File: src/inc/gc_pkg.sv
// Constants, field layouts and carrier types of the gated sixteen-bit counter
package gc_pkg;

    // ------------------------------------------------------------------
    // Widths and reset values
    // ------------------------------------------------------------------
    localparam int COUNT_W = 16;
    localparam int BYTE_W = 8;
    localparam int PRESC_W = 3;
    localparam int PHASE_W = 2;
    localparam logic [COUNT_W-1:0] COUNT_RESET = 16'h0000;
    localparam logic [COUNT_W-1:0] COUNT_ALL_ONES = 16'hffff;
    localparam logic [PRESC_W-1:0] PRESC_RESET = 3'h0;
    localparam logic [PHASE_W-1:0] PHASE_RESET = 2'h0;
    localparam logic [PHASE_W-1:0] PHASE_LAST = 2'h3;

    // ------------------------------------------------------------------
    // Crystal and start-up figures
    // ------------------------------------------------------------------
    localparam int XTAL_FREQ_MHZ_X1000 = 32768;
    localparam logic [COUNT_W-1:0] OSC_STARTUP_PRESET = 16'hfc00;
    localparam int OSC_STARTUP_EDGES = 1024;

    // ------------------------------------------------------------------
    // Field encodings
    // ------------------------------------------------------------------
    localparam logic [1:0] PRESCALE_DIV1 = 2'h0;
    localparam logic [1:0] PRESCALE_DIV2 = 2'h1;
    localparam logic [1:0] PRESCALE_DIV4 = 2'h2;
    localparam logic [1:0] PRESCALE_DIV8 = 2'h3;

    typedef enum logic [2:0] {
        SRC_INSTR = 3'b001,
        SRC_PIN = 3'b010,
        SRC_XTAL = 3'b100
    } gc_source_t;

    // ------------------------------------------------------------------
    // Carrier types
    // ------------------------------------------------------------------
    typedef struct packed {
        logic timer_on;
        logic [1:0] prescale_select;
        logic crystal_osc_enable;
        logic sync_bypass;
        gc_source_t clk_source;
        logic gate_enable;
        logic gate_polarity;
    } gc_ctrl_t;

    typedef struct packed {
        logic wr_high;
        logic wr_low;
        logic [BYTE_W-1:0] wr_data;
        logic flag_clear;
    } gc_write_t;

    typedef struct packed {
        logic [PHASE_W-1:0] q;
        logic level;
    } gc_sync_state_t;

    typedef struct packed {
        logic [COUNT_W-1:0] count;
        logic [PRESC_W-1:0] presc;
        logic [PHASE_W-1:0] phase;
        logic pend;
        logic flag;
        logic prev_pin;
        logic prev_xtal;
        logic prev_bypass;
        logic xtal_out;
    } gc_state_t;

    // Prescale terminal value for a given select code
    function automatic logic [PRESC_W-1:0] gc_presc_last(input logic [1:0] sel);
        unique case (sel)
            PRESCALE_DIV1: gc_presc_last = 3'h0;
            PRESCALE_DIV2: gc_presc_last = 3'h1;
            PRESCALE_DIV4: gc_presc_last = 3'h3;
            PRESCALE_DIV8: gc_presc_last = 3'h7;
        endcase
    endfunction

endpackage

File: src/logic/gc_counter.sv
// Gated sixteen-bit counter with prescaler, crystal input and sync modes
`timescale 1ns/1ps
// Overview of operation
// [RL1] Count clock is divided by 1, 2, 4 or 8 per prescale select.
// [RL2] Prescale count is hidden; any count byte write clears it.
// [RL3] Crystal oscillator runs while enabled, also during sleep.
// [RL4] Software presets FC00h after clearing flag; flag rises after 1024 edges.
// [RL5] Sync bypass counts without waiting for the internal phase clock.
// [RL6] Async external counting continues in sleep and can wake the processor.
// [RL7] Mode switch may drop or add one increment.
// [RL8] Count bytes always read back a valid value.
// [RL9] Software must allow for overflow between two byte reads.
// [RL10] Software stops the counter before writing count bytes.
// [RL11] Gate enable chooses free counting or gated counting.
// [RL12] Gate polarity sets the active level of the gate input.
// [RL13] Active gate counts on source rising edges; inactive gate holds.
// [RL14] Count when gate level equals polarity bit, hold when they differ.
// [RL15] Count wraps from all ones to zero and sets a sticky overflow flag.
module gc_counter
    import gc_pkg::*;
(
    input wire logic I_CLK,
    input wire logic I_RESETN,
    input wire gc_ctrl_t I_CONTROL,
    input wire gc_write_t I_WRITE,
    input wire logic I_SLEEP,
    input wire logic I_COUNTER_CLOCK_PIN,
    input wire logic I_CRYSTAL_IN_PIN,
    input wire logic I_GATE_INPUT,
    output logic [BYTE_W-1:0] O_COUNT_HIGH_BYTE,
    output logic [BYTE_W-1:0] O_COUNT_LOW_BYTE,
    output logic O_OVERFLOW_FLAG,
    output logic O_WAKE,
    output logic O_CRYSTAL_RUN,
    output logic O_CRYSTAL_OUT_PIN
);

    // ------------------------------------------------------------------
    // Pin inputs
    // ------------------------------------------------------------------
    logic pin_level;
    logic xtal_level;
    logic gate_level;

    gc_pin_sync u_sync_pin (
        .i_clk(I_CLK),
        .i_resetn(I_RESETN),
        .i_pin(I_COUNTER_CLOCK_PIN),
        .o_level(pin_level)
    );

    gc_pin_sync u_sync_xtal (
        .i_clk(I_CLK),
        .i_resetn(I_RESETN),
        .i_pin(I_CRYSTAL_IN_PIN),
        .o_level(xtal_level)
    );

    gc_pin_sync u_sync_gate (
        .i_clk(I_CLK),
        .i_resetn(I_RESETN),
        .i_pin(I_GATE_INPUT),
        .o_level(gate_level)
    );

    // ------------------------------------------------------------------
    // State
    // ------------------------------------------------------------------
    gc_state_t state_reg;
    gc_state_t state_next;
    logic wr_any;
    logic phase_strobe;
    logic src_edge;
    logic gate_open;
    logic count_en;
    logic tick;
    logic apply_inc;
    logic overflow;
    logic xtal_run;

    // Oscillator is never gated by sleep
    assign xtal_run = I_CONTROL.crystal_osc_enable; // see [RL3]
    assign wr_any = I_WRITE.wr_high | I_WRITE.wr_low;
    // Internal phase clock stops in sleep, like the processor clocks
    assign phase_strobe = !I_SLEEP && (state_reg.phase == PHASE_LAST);
    // Gate compares level against polarity; disabled gate always open
    assign gate_open = !I_CONTROL.gate_enable
        || (gate_level == I_CONTROL.gate_polarity); // see [RL11] see [RL12] see [RL14]
    assign count_en = I_CONTROL.timer_on && gate_open; // see [RL13]

    // ------------------------------------------------------------------
    // Source edge selection
    // ------------------------------------------------------------------
    always_comb begin
        src_edge = 1'b0;
        unique case (I_CONTROL.clk_source)
            SRC_INSTR: begin
                src_edge = phase_strobe;
            end
            SRC_PIN: begin
                src_edge = pin_level && !state_reg.prev_pin;
            end
            SRC_XTAL: begin
                src_edge = xtal_run && xtal_level && !state_reg.prev_xtal; // see [RL3]
            end
            default: begin
                src_edge = 1'b0;
            end
        endcase
    end

    // ------------------------------------------------------------------
    // Next state
    // ------------------------------------------------------------------
    always_comb begin
        state_next = state_reg;
        tick = 1'b0;
        apply_inc = 1'b0;
        overflow = 1'b0;
        state_next.prev_pin = pin_level;
        state_next.prev_xtal = xtal_level;
        state_next.prev_bypass = I_CONTROL.sync_bypass;
        state_next.xtal_out = xtal_run && !xtal_level;
        if (!I_SLEEP) begin
            state_next.phase = state_reg.phase + 2'h1;
        end

        // Prescaler divides source edges; >= also wraps a count left by a select change
        if (count_en && src_edge) begin
            if (state_reg.presc >= gc_presc_last(I_CONTROL.prescale_select)) begin
                state_next.presc = PRESC_RESET;
                tick = 1'b1;
            end else begin
                state_next.presc = state_reg.presc + 3'h1;
            end // see [RL1]
        end

        // Bypass applies the tick at once; sync mode waits for the phase
        if (I_CONTROL.sync_bypass) begin
            apply_inc = tick; // see [RL5]
            state_next.pend = 1'b0; // see [RL7]
        end else begin
            apply_inc = phase_strobe && (state_reg.pend || tick);
            state_next.pend = (state_reg.pend || tick) && !phase_strobe;
        end

        if (apply_inc) begin
            overflow = (state_reg.count == COUNT_ALL_ONES);
            state_next.count = state_reg.count + 16'h0001; // see [RL15]
        end

        // Write takes each written byte over any coinciding increment
        if (wr_any) begin
            state_next.presc = PRESC_RESET; // see [RL2]
            state_next.pend = 1'b0;
            overflow = 1'b0;
            if (I_WRITE.wr_high) begin
                state_next.count[15:8] = I_WRITE.wr_data;
            end
            if (I_WRITE.wr_low) begin
                state_next.count[7:0] = I_WRITE.wr_data;
            end
        end

        // Set wins over a clear in the same cycle
        state_next.flag = (state_reg.flag && !I_WRITE.flag_clear) || overflow; // see [RL15]
    end

    always_ff @(posedge I_CLK or negedge I_RESETN) begin
        if (!I_RESETN) begin
            state_reg <= '0;
        end else begin
            state_reg <= state_next;
        end
    end

    // ------------------------------------------------------------------
    // Outputs
    // ------------------------------------------------------------------
    // Bytes come straight from the count register, never mid-update
    assign O_COUNT_HIGH_BYTE = state_reg.count[15:8]; // see [RL8]
    assign O_COUNT_LOW_BYTE = state_reg.count[7:0]; // see [RL8]
    assign O_OVERFLOW_FLAG = state_reg.flag;
    // Wake only from an external source in bypass mode
    assign O_WAKE = state_reg.flag && I_SLEEP && I_CONTROL.sync_bypass
        && (I_CONTROL.clk_source != SRC_INSTR); // see [RL6]
    assign O_CRYSTAL_RUN = xtal_run;
    assign O_CRYSTAL_OUT_PIN = state_reg.xtal_out;
endmodule // gc_counter

File: src/logic/gc_pin_sync.sv
// Three-stage pin synchroniser with agreement filter
`timescale 1ns/1ps
module gc_pin_sync
    import gc_pkg::*;
(
    input wire logic i_clk,
    input wire logic i_resetn,
    input wire logic i_pin,
    output logic o_level
);

    gc_sync_state_t state_reg;
    gc_sync_state_t state_next;
    logic stage1_reg;

    // ------------------------------------------------------------------
    // First stage, read only by the second
    // ------------------------------------------------------------------
    always_ff @(posedge i_clk or negedge i_resetn) begin
        if (!i_resetn) begin
            stage1_reg <= 1'b0;
        end else begin
            stage1_reg <= i_pin;
        end
    end

    // ------------------------------------------------------------------
    // Second and third stages, level follows only on agreement
    // ------------------------------------------------------------------
    always_comb begin
        state_next = state_reg;
        state_next.q = {state_reg.q[0], stage1_reg};
        if (state_reg.q[0] == state_reg.q[1]) begin
            state_next.level = state_reg.q[1];
        end
    end

    always_ff @(posedge i_clk or negedge i_resetn) begin
        if (!i_resetn) begin
            state_reg <= '0;
        end else begin
            state_reg <= state_next;
        end
    end

    assign o_level = state_reg.level;

endmodule // gc_pin_sync

File: config.mk
export PLATFORM = sky130hd
export DESIGN_NAME = gc_counter
export DESIGN_NICKNAME = d
export VERILOG_FILES = /design/src/inc/gc_pkg.sv /design/src/logic/gc_counter.sv /design/src/logic/gc_pin_sync.sv
export SDC_FILE = /design/constraint.sdc
export NUM_CORES = 1
export LEC_CHECK = 0
export BUFFER_PORTS_ARGS = -buffer_cell sky130_fd_sc_hd__buf_4
export CAP_MARGIN = 10
export CORE_MARGIN = 2
export CORE_UTILIZATION = 55
export DETAILED_ROUTE_END_ITERATION = 6
export PLACE_DENSITY = 0.82
export SLEW_MARGIN = 20
export SYNTH_ARGS = -nofsm -noshare
export SYNTH_HDL_FRONTEND = slang
export SYNTH_SLANG_ARGS = --single-unit
File: constraint.sdc
create_clock -name I_CLK -period 5.9 [get_ports I_CLK]
set_input_delay 1.475 -clock I_CLK [delete_from_list [all_inputs] [get_ports I_CLK]]
set_output_delay 1.475 -clock I_CLK [all_outputs]
set_load 0.01 [all_outputs]
==> results of run 1 <==
[power breakdown]
group	total (mW)	leakage [nW]	switching [mW]	internal [mW]
clock network	0.146	0.0343	0.0890	0.0573
registers	0.307	0.449	0.0221	0.285
logic	0.109	0.546	0.0540	0.0549
total	0.562	1.03	0.165	0.397
[through the flow]
step | setup slack [ns] | cell area (µm²)
6_report | 2.16 | 2330
5_1_grt | 1.90 | 2330
3_5_place_dp | 1.78 | 2260
4_1_cts | 2.18 | 2330
2_1_floorplan | 2.28 | 2010
3_3_place_gp | 1.86 | 2260
[cell usage in the layout (no fill, tap or decap), drive strengths merged, types with 2 or more instances in the layout]
master / netlist / routed
a21boi: 3 / 3
a21o: 2 / 2
a31oi: 14 / 14
and3: 2 / 2
buf: 20 / 46
clkbuf: 3 / 6
dfrtp: 38 / 38
ha: 6 / 6
inv: 7 / 7
maj3: 3 / 3
nand2: 16 / 16
nand2b: 2 / 2
nand3: 10 / 10
nand4: 2 / 2
nor2: 17 / 17
nor2b: 4 / 4
nor3: 3 / 3
o211a: 2 / 2
o21ai: 10 / 10
o31ai: 7 / 7
o41a: 2 / 2
or2: 2 / 2
or3: 7 / 7
or4: 8 / 8
xnor2: 2 / 2
[final cells by class]
cell class	instances	area [µm²]
repair buffers	46	345
well taps	46	57.6
multi-input cells	138	882
clock inverters	2	12.5
clock buffers	6	51.3
flip-flops and latches	38	951
fillers	297	1090
inverters	7	26.3
[logic make-up after synthesis]
group                    share of synthesized area
AND/OR/NAND/NOR                              0.212
AO/OA/AOI/OAI                                0.160
flip-flops                                   0.473
buffers and inverters                       0.0889
adder cells (fa/ha/maj)                     0.0522
XOR/XNOR                                   0.00871
multiplexers                               0.00560
[layer usage]
| layer | global-route usage | up-vias | share of wire |
|---|---|---|---|
| li1 | - | 804 | - |
| met1 | 0.301 | 767 | 0.45 |
| met2 | 0.318 | 58 | 0.46 |
| met3 | 0.0486 | 7 | 0.070 |
| met4 | 0.0878 | 0 | 0.018 |
| met5 | 0 | - | 0 |
[worst reg2reg max path, stage by stage (launching register included)]
cell and delay, ns:
sky130_fd_sc_hd__dfrtp_1 0.39, sky130_fd_sc_hd__inv_1 0.08, sky130_fd_sc_hd__ha_1 0.26, sky130_fd_sc_hd__nand2b_1 0.09, sky130_fd_sc_hd__a31oi_1 0.17, sky130_fd_sc_hd__o41a_1 0.81, sky130_fd_sc_hd__or4_1 0.64, sky130_fd_sc_hd__a31oi_1 0.18
[how the worst min path moves through the flow]
stage / from / endpoint / cells after the start
5_1_grt: u_sync_xtal.stage1_reg$_DFF_PN0_ / u_sync_xtal.state_next[2]$_DFF_PN0_ / 0
4_1_cts: u_sync_pin.stage1_reg$_DFF_PN0_ / u_sync_pin.state_next[2]$_DFF_PN0_ / 0
6_report: u_sync_xtal.stage1_reg$_DFF_PN0_ / u_sync_xtal.state_next[2]$_DFF_PN0_ / 0
3_3_place_gp: u_sync_xtal.stage1_reg$_DFF_PN0_ / u_sync_xtal.state_next[2]$_DFF_PN0_ / 0
3_5_place_dp: u_sync_pin.stage1_reg$_DFF_PN0_ / u_sync_pin.state_next[2]$_DFF_PN0_ / 0
2_1_floorplan: u_sync_gate.stage1_reg$_DFF_PN0_ / u_sync_gate.state_next[2]$_DFF_PN0_ / 0
==> flow_summary.rst, run 1 <==
.. list-table::
   :header-rows: 1

   * - Metric
     - Value
   * - Run status
     - finished clean
   * - Highest clock frequency the design can meet
     - 0.268 GHz
   * - Synth cell count leaders
     - sky130_fd_sc_hd__dfrtp_1 (38), sky130_fd_sc_hd__buf_4 (17), sky130_fd_sc_hd__nor2_1 (17)
   * - Cell class contributing the biggest share of worst-path delay
     - compound AO/OA/AOI/OAI gates
   * - Pins over their slew limit
     - 0
   * - Top cells by area, synth
     - sky130_fd_sc_hd__dfrtp_1 (47%), sky130_fd_sc_hd__buf_4 (6.3%), sky130_fd_sc_hd__a31oi_1 (4.4%), sky130_fd_sc_hd__ha_1 (3.7%), sky130_fd_sc_hd__nor2_1 (3.2%)
   * - Routed vias
     - between 1500 and 2000
   * - Post-synthesis instance area
     - 2010 µm²
   * - Count of cells resized by post-cts repair
     - 0
   * - Sinks on the clock net
     - 38
   * - Count of unresolved DRC violations after routing
     - 0
   * - Number of buffers added on ports
     - 46
   * - Initial antenna violation count
     - 0
   * - Critical-path cell with the highest stage delay
     - sky130_fd_sc_hd__o41a_1
   * - Avg Synthesized Cell Area
     - approximately 9.8 µm²
   * - Count of standard-cell rows
     - 21
   * - Layout cells sized above 1
     - 0.241
   * - Worst path required time
     - 6.19 ns
   * - VDD IR-drop max
     - ~0.14 mV
   * - Die area
     - 4160 µm²
   * - Root cell of the clock tree
     - sky130_fd_sc_hd__clkbuf_4
   * - Total Routed Length
     - 4070 µm
   * - Arrival @ worst endpoint
     - 4.02 ns
   * - Logic depth of the worst setup path including buffers
     - 8
   * - Setup Total Neg Slack
     - 0 ns
   * - Number of hold buffers added after CTS
     - 0
   * - Io pins
     - 47
   * - TritonCTS clock tree
     - yes
   * - Share of flip-flops with an asynchronous set or reset after synthesis
     - 1.00
   * - Yosys top cell area share
     - 0.473
   * - Count of cells along the worst register-to-register path
     - 7
   * - Share of the yosys chip area belonging to registers
     - 0.473
   * - Global-route wire length before repair
     - 6620 µm
   * - Utilization of the core after routing
     - 0.681
   * - Worst-margin pin slew
     - between 0.9 and 1 ns
   * - Area grow syn2layout
     - 15.6%
   * - Clock Path Buffers
     - 2
   * - Detailed-route wire length per cell
     - 14.4 µm
   * - Worst hold path type
     - register to register
   * - Cell-by-cell trace of the critical path
     - buf_4 -> or2_2 -> ha_1 -> nand2b_1 -> a31oi_1 -> o41a_1 -> or4_1 -> a31oi_1
   * - Count of flip-flops with a built-in enable after synthesis
     - 0
   * - Total routing usage reported by global routing
     - 0.213
   * - Residual antenna-violating net count after detailed routing
     - 0
   * - Post-placement cell count
     - 275
   * - Cell type contributing the most total cell area after synthesis
     - sky130_fd_sc_hd__dfrtp_1
   * - Largest net degree at the start of global routing
     - 39
   * - Crit path launch
     - I_CONTROL[7]
   * - Final period demand of the worst path
     - 3.74 ns
   * - Slew HR
     - 0.357
   * - Worst flop-to-flop path endpoint
     - O_COUNT_LOW_BYTE[5]$_DFF_PN0_
   * - Vias in the first global route
     - 1419
   * - Number of failing hold endpoints at the final stage
     - 0
   * - Worst Path Class, Setup
     - primary input to register
   * - Antenna diode count
     - 0
   * - Final setup violating endpoints
     - 0
   * - Final #Nets
     - 269
   * - Worst hold slack
     - 0.362 ns
   * - Final instance count without filler cells
     - 283
   * - Total congestion overflow
     - 0
   * - Warning count from the yosys run
     - 0
   * - Post-synthesis instance total
     - 206
   * - Critical Path Most Common Cell
     - sky130_fd_sc_hd__a31oi_1
   * - Die outline height
     - 64.5 µm
   * - Maximum fanout along the worst path
     - 33
   * - Pre-Repair DR Iteration Count
     - 5
   * - Distinct cell type count of the synthesized netlist
     - between 40 and 50
   * - Reg clk slew, reported paths
     - 0.12 ns
   * - Commonest register cell after synthesis
     - sky130_fd_sc_hd__dfrtp_1
   * - Maximum capacitance violations
     - 0
   * - Slowest Stage Delay on Critical Path
     - 0.81 ns
   * - Dpl hpwl
     - about 3000 µm
   * - Termination of the worst setup path
     - O_COUNT_LOW_BYTE[5]$_DFF_PN0_
   * - Area of the core
     - 3420 µm²
   * - Initial Utilization
     - 0.589
   * - Leakage Power
     - 1.03 nW
   * - Count of buffering cells on the critical path with inverters included
     - 1
   * - Portion of the clock cycle consumed by the worst path in the final layout
     - 0.633
   * - Register bit count reported by yosys
     - 38
   * - Worst R2R Setup Slack
     - approximately 3.2 ns
   * - Category of the worst setup path launch point
     - primary input
   * - Setup repair bufs after CTS
     - 0
   * - Number of nets produced by synthesis
     - 239
   * - CTS HTree Levels
     - 2
   * - Type of element capturing the critical path
     - register
   * - RSZ-0062 raised after global routing
     - no
   * - Power consumption
     - 0.562 mW
   * - Clock Skew
     - around 0.012 ns
   * - Dominant cell by count in the synthesized netlist
     - sky130_fd_sc_hd__dfrtp_1
   * - Power per unit of standard cell area
     - 242 nW/µm²
   * - Iter 0 DRT Violations
     - 82
   * - Routability-driven placement congestion ratio
     - 0.807
   * - Via-to-Cell Ratio
     - roughly 5.8
   * - Reg2Reg Launch Point
     - state_reg[8]$_DFFE_PN0P_
   * - DIE WIDTH
     - 64.5 µm
   * - Number of buffers added by the clock tree synthesis step
     - 5
   * - Worst-Skew Late Latency
     - 0.35 ns
No activity file was read; power rests on OpenSTA's default activity.
==> run 2, diff against run 1 <==
Settings changed: ABC_AREA set to 1, CORE_UTILIZATION 55 to 49, PLACE_DENSITY 0.82 to 0.76.
Clock period 5.9 ns to 3.42 ns, I/O delays scaled along.
==> run 2 against run 1 <==
Compared with the run above:
- sequential cell count is the same
- sequential share of layout area shrank 4.4 points
- worst setup slack lost 1.3 ns
- clock-buffer cell count is the same
- area after synthesis grew 13%
- combinational power grew 98%
- utilization shrank 9.0 points
- final area grew 12%
- final cell count grew 31%
==> flow_summary.rst, run 2 <==
.. list-table::
   :header-rows: 1

   * - Metric
     - Value
   * - Run status
     - finished clean
   * - Number of failing hold endpoints at the final stage
     - 0
   * - Pins over their slew limit
     - 0
   * - Number of buffers added by the clock tree synthesis step
     - 5
   * - Power share of the clock group
     - 0.301
   * - Worst hold slack
     - roughly 0.35 ns
   * - Root cell of the clock tree
     - sky130_fd_sc_hd__clkbuf_8
   * - Worst hold path type
     - register to register
   * - Post-synthesis instance area
     - 2280 µm²
   * - Maximum capacitance violations
     - 0
   * - Final period demand of the worst path
     - 2.53 ns
   * - Most common cell after layout, fill and taps aside
     - sky130_fd_sc_hd__nand2_1
   * - Net load switching power
     - 0.319 mW
   * - Number of nets produced by synthesis
     - 319
   * - Setup repair bufs after CTS
     - 0
   * - Initial antenna violation count
     - 0
   * - Clock Path Buffers
     - 2
   * - Vias in the first global route
     - 1821
   * - Count of cells resized by post-cts repair
     - 0
   * - Via-to-Cell Ratio
     - roughly 5
   * - Area grow syn2layout
     - 14.6%
   * - Number of buffers added on ports
     - between 40 and 50
   * - Register bit count reported by yosys
     - 38
   * - Die area
     - 5210 µm²
   * - Number of hold buffers added after CTS
     - 0
   * - Switching part of the total power
     - 0.297
   * - Leading cell types in the layout, fill and taps excluded
     - sky130_fd_sc_hd__nand2_1 (88), sky130_fd_sc_hd__buf_4 (46), sky130_fd_sc_hd__dfrtp_1 (38)
   * - Arrival @ worst endpoint
     - 2.72 ns
   * - Global-route wire length before repair
     - 7760 µm
   * - Maximum fanout along the worst path
     - 11
   * - Reg clk slew, reported paths
     - 0.08 ns
   * - Distinct cell type count of the synthesized netlist
     - 31
   * - Top cells by area, synth
     - sky130_fd_sc_hd__dfrtp_1 (42%), sky130_fd_sc_hd__nand2_1 (15%), sky130_fd_sc_hd__nand3_1 (7.0%), sky130_fd_sc_hd__buf_4 (5.6%), sky130_fd_sc_hd__inv_1 (5.6%)
   * - Routability-driven placement congestion ratio
     - 0.892
   * - Antenna diode count
     - 0
   * - Worst setup slack before clock tree synthesis
     - 0.587 ns
   * - Yosys top cell area share
     - 0.418
   * - Slew HR
     - 0.686
   * - Internal
     - 0.755 mW
   * - Category of the worst setup path launch point
     - primary input
   * - Worst-margin pin slew
     - 0.471 ns
   * - Io pins
     - 47
   * - Critical-path cell with the highest stage delay
     - sky130_fd_sc_hd__or2_2
   * - Final #Nets
     - 350
   * - Warning count from the yosys run
     - 0
   * - Avg Synthesized Cell Area
     - 7.96 µm²
   * - Highest clock frequency the design can meet
     - around 0.40 GHz
   * - Detailed-route wire length per cell
     - 12.0 µm
   * - VDD IR-drop max
     - 0.198 mV
   * - Combinational share of power
     - 0.201
   * - Pre-Repair DR Iteration Count
     - 4
   * - Total congestion overflow
     - 0
   * - Count of flip-flops with a built-in enable after synthesis
     - 0
   * - Dominant cell by count in the synthesized netlist
     - sky130_fd_sc_hd__nand2_1
   * - Initial Utilization
     - 0.516
   * - Area of the core
     - 4410 µm²
   * - Residual antenna-violating net count after detailed routing
     - 0
   * - Sequential fraction of design power
     - 0.497
   * - Cell-by-cell trace of the critical path
     - buf_4 -> or2_2 -> ha_1 -> nand3_1 -> o211ai_2 -> nand3_2 -> nand2_2 -> inv_1 -> nor2_1 -> nand3_1 -> nand3_1 -> nand2_1
   * - Commonest register cell after synthesis
     - sky130_fd_sc_hd__dfrtp_1
   * - Dpl hpwl
     - 3410 µm
   * - Slowest Stage Delay on Critical Path
     - 0.29 ns
   * - Portion of the clock cycle consumed by the worst path in the final layout
     - 0.740
   * - Setup Total Neg Slack
     - 0 ns
   * - Worst-Skew Late Latency
     - 0.29 ns
   * - Power per unit of standard cell area
     - 411 nW/µm²
   * - Leakage Power
     - ~1.4 nW
   * - Final Worst Setup Slack
     - 0.890 ns
   * - Worst Path Class, Setup
     - primary input to register
   * - CTS HTree Levels
     - 2
   * - Total routing usage reported by global routing
     - 0.189
   * - Final setup violating endpoints
     - 0
   * - Share of flip-flops with an asynchronous set or reset after synthesis
     - 1.00
   * - Clock Skew
     - 0.00609 ns
   * - Post-synthesis instance total
     - 286
   * - Count of unresolved DRC violations after routing
     - 0
   * - Type of element capturing the critical path
     - register
   * - TritonCTS clock tree
     - yes
   * - Largest net degree at the start of global routing
     - 39
   * - Iter 0 DRT Violations
     - 96
   * - Share of the yosys chip area belonging to registers
     - 0.418
   * - Count of standard-cell rows
     - 24
   * - Sinks on the clock net
     - 38
   * - Power consumption
     - between 1 and 1.5 mW
   * - Worst path required time
     - 3.61 ns
   * - Total Routed Length
     - ~4400 µm
   * - Critical Path Most Common Cell
     - sky130_fd_sc_hd__nand3_1
   * - RSZ-0062 raised after global routing
     - no
   * - Die outline height
     - 72.2 µm
   * - Synth cell count leaders
     - sky130_fd_sc_hd__nand2_1 (88), sky130_fd_sc_hd__dfrtp_1 (38), sky130_fd_sc_hd__inv_1 (34)
   * - Cell type contributing the most total cell area after synthesis
     - sky130_fd_sc_hd__dfrtp_1
   * - Routed vias
     - 1842
   * - DIE WIDTH
     - 72.2 µm
   * - Layout cells sized above 1
     - 0.248
run 2: changes by cell type after synthesis, moves of 8 or more:
cell                      change
sky130_fd_sc_hd__nand2_1     +72
sky130_fd_sc_hd__nand3_1     +22
sky130_fd_sc_hd__inv_1       +27
sky130_fd_sc_hd__or4_1        -8
sky130_fd_sc_hd__a31oi_1     -14
sky130_fd_sc_hd__o21ai_0      -8
run 2: final timing paths:
path | startpoint | to | slack [ns] | depth (start not counted)
worst min register to register | u_sync_xtal.stage1_reg$_DFF_PN0_ | u_sync_xtal.state_next[2]$_DFF_PN0_ | 0.35 | 0
worst max register to register | state_reg[10]$_DFFE_PN0P_ | O_COUNT_LOW_BYTE[6]$_DFF_PN0_ | 1.31 | 10
worst min-delay path | u_sync_xtal.stage1_reg$_DFF_PN0_ | u_sync_xtal.state_next[2]$_DFF_PN0_ | 0.35 | 0
worst max-delay path | I_CONTROL[7] | O_COUNT_LOW_BYTE[6]$_DFF_PN0_ | 0.89 | 12
max in group asynchronous | I_RESETN | O_COUNT_HIGH_BYTE[6]$_DFF_PN0_ | 2.57 | 1
min in group asynchronous | I_RESETN | u_sync_xtal.state_reg[2]$_DFF_PN0_ | 0.52 | 1
run 2: layout make-up:
class,count,area (µm²)
Sequential cell,38,951
Multi-Input combinational cell,191,1020
Clock inverter,2,12.5
Clock buffer,6,82.6
Timing Repair Buffer,46,345
Tap cell,52,65.1
Inverter,35,131
Fill cell,400,1800
run 2: routing by layer:
| metal | vias to the layer above | part of all wire | GRT usage |
|---|---|---|---|
| met5 | - | 0 | 0 |
| li1 | 936 | - | - |
| met2 | 25 | 0.49 | 0.319 |
| met3 | 10 | 0.031 | 0.0431 |
| met1 | 871 | 0.46 | 0.244 |
| met4 | 0 | 0.014 | 0.0545 |
run 2: cell families after synthesis:
| family | Yosys count | synth area share |
|---|---|---|
| AND/OR/NAND/NOR | 166 | 0.350 |
| buffers and inverters | 57 | 0.134 |
| flip-flops | 38 | 0.418 |
| AO/OA/AOI/OAI | 9 | 0.0247 |
| adder cells (fa/ha/maj) | 9 | 0.0462 |
| XOR/XNOR | 6 | 0.0231 |
| multiplexers | 1 | 0.00494 |
run 2: power by group through the flow:
stage,combinational [mW],sequential [mW],clock [mW]
after floorplan,0.161,0.532,0
after global placement,0.214,0.542,0
after detailed placement,0.218,0.543,0
after CTS,0.219,0.534,0.332
after global routing,0.247,0.542,0.356
final,0.216,0.534,0.324
run 2: critical path, delay by kind of cell:
kind / cells / cell delay [ns]
compound gates: 1 / 0.12
fa+ha+maj: 1 / 0.28
buf+inv: 2 / 0.27
simple gates: 8 / 1.20
run 2: stage by stage:
stage | util | instance area, µm² | std cells
2_1_floorplan | - | 2280 | 286
3_3_place_gp | 0.570 | 2510 | 362
3_5_place_dp | 0.570 | 2510 | 362
4_1_cts | 0.591 | 2610 | 370
5_1_grt | 0.591 | 2610 | 370
6_report | 0.591 | 2610 | 370
==> run 3, diff against run 2 <==
Settings changed: ABC_AREA 1 to 0, CORE_UTILIZATION 49 to 48.
Clock period 3.42 ns to 2.3 ns, I/O delays scaled along.
==> run 3 against run 2 <==
Compared with the run above:
- the flow now finishes with violations (negative setup slack)
- die area down 9.3%
- clock-buffer cell count decreased by 1
- worst hold slack got worse by 0.12 ns
- critical path depth is 3 lower
- clock skew grew 0.0014 ns
- sequential cell count is the same
- register-to-register slack lost 1.3 ns
- final cell count is 19% lower
- power up 68%
- largest cell class unchanged
- largest power group unchanged
==> flow_summary.rst, run 3 (synthesized netlist as in run 1, its figures left out) <==
.. list-table::
   :header-rows: 1

   * - Metric
     - Value
   * - Most common cell after layout, fill and taps aside
     - sky130_fd_sc_hd__buf_4
   * - Die area
     - 4730 µm²
   * - Reg clk slew, reported paths
     - 0.08 ns
   * - Cell area after placement
     - about 2400 µm²
   * - Final Worst Setup Slack
     - -0.177 ns
   * - Leakage Power
     - about 1.2 nW
   * - Number of buffers added on ports
     - 46
   * - Clock Path Buffers
     - 2
   * - Total congestion overflow
     - 0
   * - Io pins
     - 47
   * - Final instance count without filler cells
     - 301
   * - Initial Utilization
     - 0.499
   * - Number of failing hold endpoints at the final stage
     - 0
   * - CTS HTree Levels
     - 2
   * - Pins over their slew limit
     - 0
   * - Maximum fanout along the worst path
     - 16
   * - Count of unresolved DRC violations after routing
     - 0
   * - Residual antenna-violating net count after detailed routing
     - 0
   * - Sinks on the clock net
     - 38
   * - Post-layout instance area
     - 2660 µm²
   * - Iter 0 DRT Violations
     - 103
   * - Final setup violating endpoints
     - 15
   * - Routability-driven placement congestion ratio
     - between 0.8 and 0.9
   * - Initial antenna violation count
     - 0
   * - Largest net degree at the start of global routing
     - 39
   * - Worst Path Class, Setup
     - primary input to register
   * - Violated checks
     - negative setup slack
   * - Final period demand of the worst path
     - 2.48 ns
   * - Maximum capacitance violations
     - 0
   * - Slew HR
     - 0.674
   * - Layout cells sized above 1
     - 0.323
   * - Dpl hpwl
     - 3240 µm
   * - Clock Skew
     - 0.00744 ns
   * - Post-placement cell count
     - 290
   * - Root cell of the clock tree
     - sky130_fd_sc_hd__clkbuf_8
   * - Via-to-Cell Ratio
     - around 5.6
   * - Category of the worst setup path launch point
     - primary input
   * - Highest clock frequency the design can meet
     - 0.404 GHz
   * - Total routing usage reported by global routing
     - 0.219
   * - Run status
     - complete, but fails checks
   * - Worst hold slack
     - between 0.2 and 0.25 ns
   * - Detailed-route wire length per cell
     - 15.3 µm
   * - Worst hold path type
     - primary input to async pin
   * - Routed vias
     - 1693
   * - Power per unit of standard cell area
     - a little under 700 nW/µm²
   * - TritonCTS clock tree
     - yes
   * - Arrival @ worst endpoint
     - 2.69 ns
   * - Count of standard-cell rows
     - 23
   * - Global-route wire length before repair
     - approximately 7500 µm
   * - RSZ-0062 raised after global routing
     - yes
   * - Worst-Skew Late Latency
     - 0.30 ns
   * - Die outline height
     - 68.7 µm
   * - Final #Nets
     - 283
   * - Worst-margin pin slew
     - between 0.4 and 0.5 ns
   * - Area grow syn2layout
     - 32.1%
   * - Pre-Repair DR Iteration Count
     - 5
   * - Leading cell types in the layout, fill and taps excluded
     - sky130_fd_sc_hd__buf_4 (56), sky130_fd_sc_hd__dfrtp_1 (38), sky130_fd_sc_hd__nor2_1 (17)
   * - Worst path required time
     - 2.51 ns
   * - Total Routed Length
     - 4600 µm
   * - Area of the core
     - 4030 µm²
   * - Number of buffers added by the clock tree synthesis step
     - 5
   * - VDD IR-drop max
     - roughly 0.56 mV
   * - Antenna diode count
     - 0
   * - Portion of the clock cycle consumed by the worst path in the final layout
     - 1.08
   * - Vias in the first global route
     - between 1500 and 2000
   * - Setup Total Neg Slack
     - -1.11 ns
   * - Type of element capturing the critical path
     - register
   * - DIE WIDTH
     - 68.7 µm
-- run 3: cell count changes in the layout (fill, tap and decap cells not counted), sizes merged, moves of 6 or more --
| cell | before | now |
|---|---|---|
| a31oi | 0 | 14 |
| buf | 46 | 60 |
| inv | 35 | 7 |
| nand2 | 95 | 16 |
| nand3 | 38 | 10 |
| nor2 | 23 | 17 |
| o21ai | 2 | 10 |
| o31ai | 0 | 7 |
| or3 | 0 | 7 |
| or4 | 0 | 8 |
-- run 3: what timing repair did --
action / CTS / global route
setup endpoints to repair: 14 / 15
gates cloned: 1 / 0
resized for setup: 6 / 8
hold buffers: 0 / 0
setup buffers: 1 / 1
endpoints found under the hold margin: 0 / 0
pin swaps: 3 / 3
-- run 3: layout make-up --
class,count,area (µm²)
Tap cell,50,62.6
Timing Repair Buffer,60,490
Inverter,7,26.3
Clock inverter,3,68.8
Clock buffer,5,68.8
Multi-Input combinational cell,138,990
Fill cell,318,1370
Sequential cell,38,951
-- run 3: stage by stage --
stage	setup WS, ns	util	total power [mW]
floorplan	-0.268	-	0.989
global placement	-0.398	0.596	1.10
detailed placement	-0.534	0.596	1.12
CTS	-0.175	0.645	1.80
global route	-0.202	0.660	1.89
finish	-0.177	0.660	1.80
-- run 3: where the power goes --
group          total [mW]  switching (mW)  leakage (nW)  internal (mW)
logic               0.334           0.159         0.649          0.175
clock network       0.678           0.244        0.0683          0.434
registers           0.792          0.0609         0.449          0.731
total                1.80           0.464          1.17           1.34
-- run 3: path summary, 6_finish.rpt --
path | endpoint | slack, ns | cells after the start | from
max in group asynchronous | O_COUNT_HIGH_BYTE[6]$_DFF_PN0_ | 1.74 | 1 | I_RESETN
setup reg to reg | O_COUNT_LOW_BYTE[5]$_DFF_PN0_ | -0.03 | 8 | state_reg[8]$_DFFE_PN0P_
hold / removal | state_reg[5]$_DFF_PN0_ | 0.23 | 1 | I_RESETN
min in group I_CLK | u_sync_xtal.state_next[2]$_DFF_PN0_ | 0.35 | 0 | u_sync_xtal.stage1_reg$_DFF_PN0_
setup / recovery | O_COUNT_LOW_BYTE[5]$_DFF_PN0_ | -0.18 | 9 | I_CONTROL[7]
hold reg to reg | u_sync_xtal.state_next[2]$_DFF_PN0_ | 0.35 | 0 | u_sync_xtal.stage1_reg$_DFF_PN0_
-- run 3: worst max-delay path, stage by stage --
cell	delay [ns]
sky130_fd_sc_hd__buf_6	0.09
sky130_fd_sc_hd__or2_4	0.25
sky130_fd_sc_hd__ha_4	0.26
sky130_fd_sc_hd__nand2b_4	0.11
sky130_fd_sc_hd__a31oi_4	0.08
sky130_fd_sc_hd__o41a_1	0.46
sky130_fd_sc_hd__buf_12	0.17
sky130_fd_sc_hd__or4_1	0.46
sky130_fd_sc_hd__a31oi_1	0.22
-- run 3: routing by layer --
metal / wire length, µm / vias to the layer above / track usage
li1: - / 828 / -
met1: 2060 / 817 / 0.290
met2: 2290 / 43 / 0.359
met3: 209 / 5 / 0.0487
met4: 48 / 0 / 0.0662
met5: 0 / - / 0
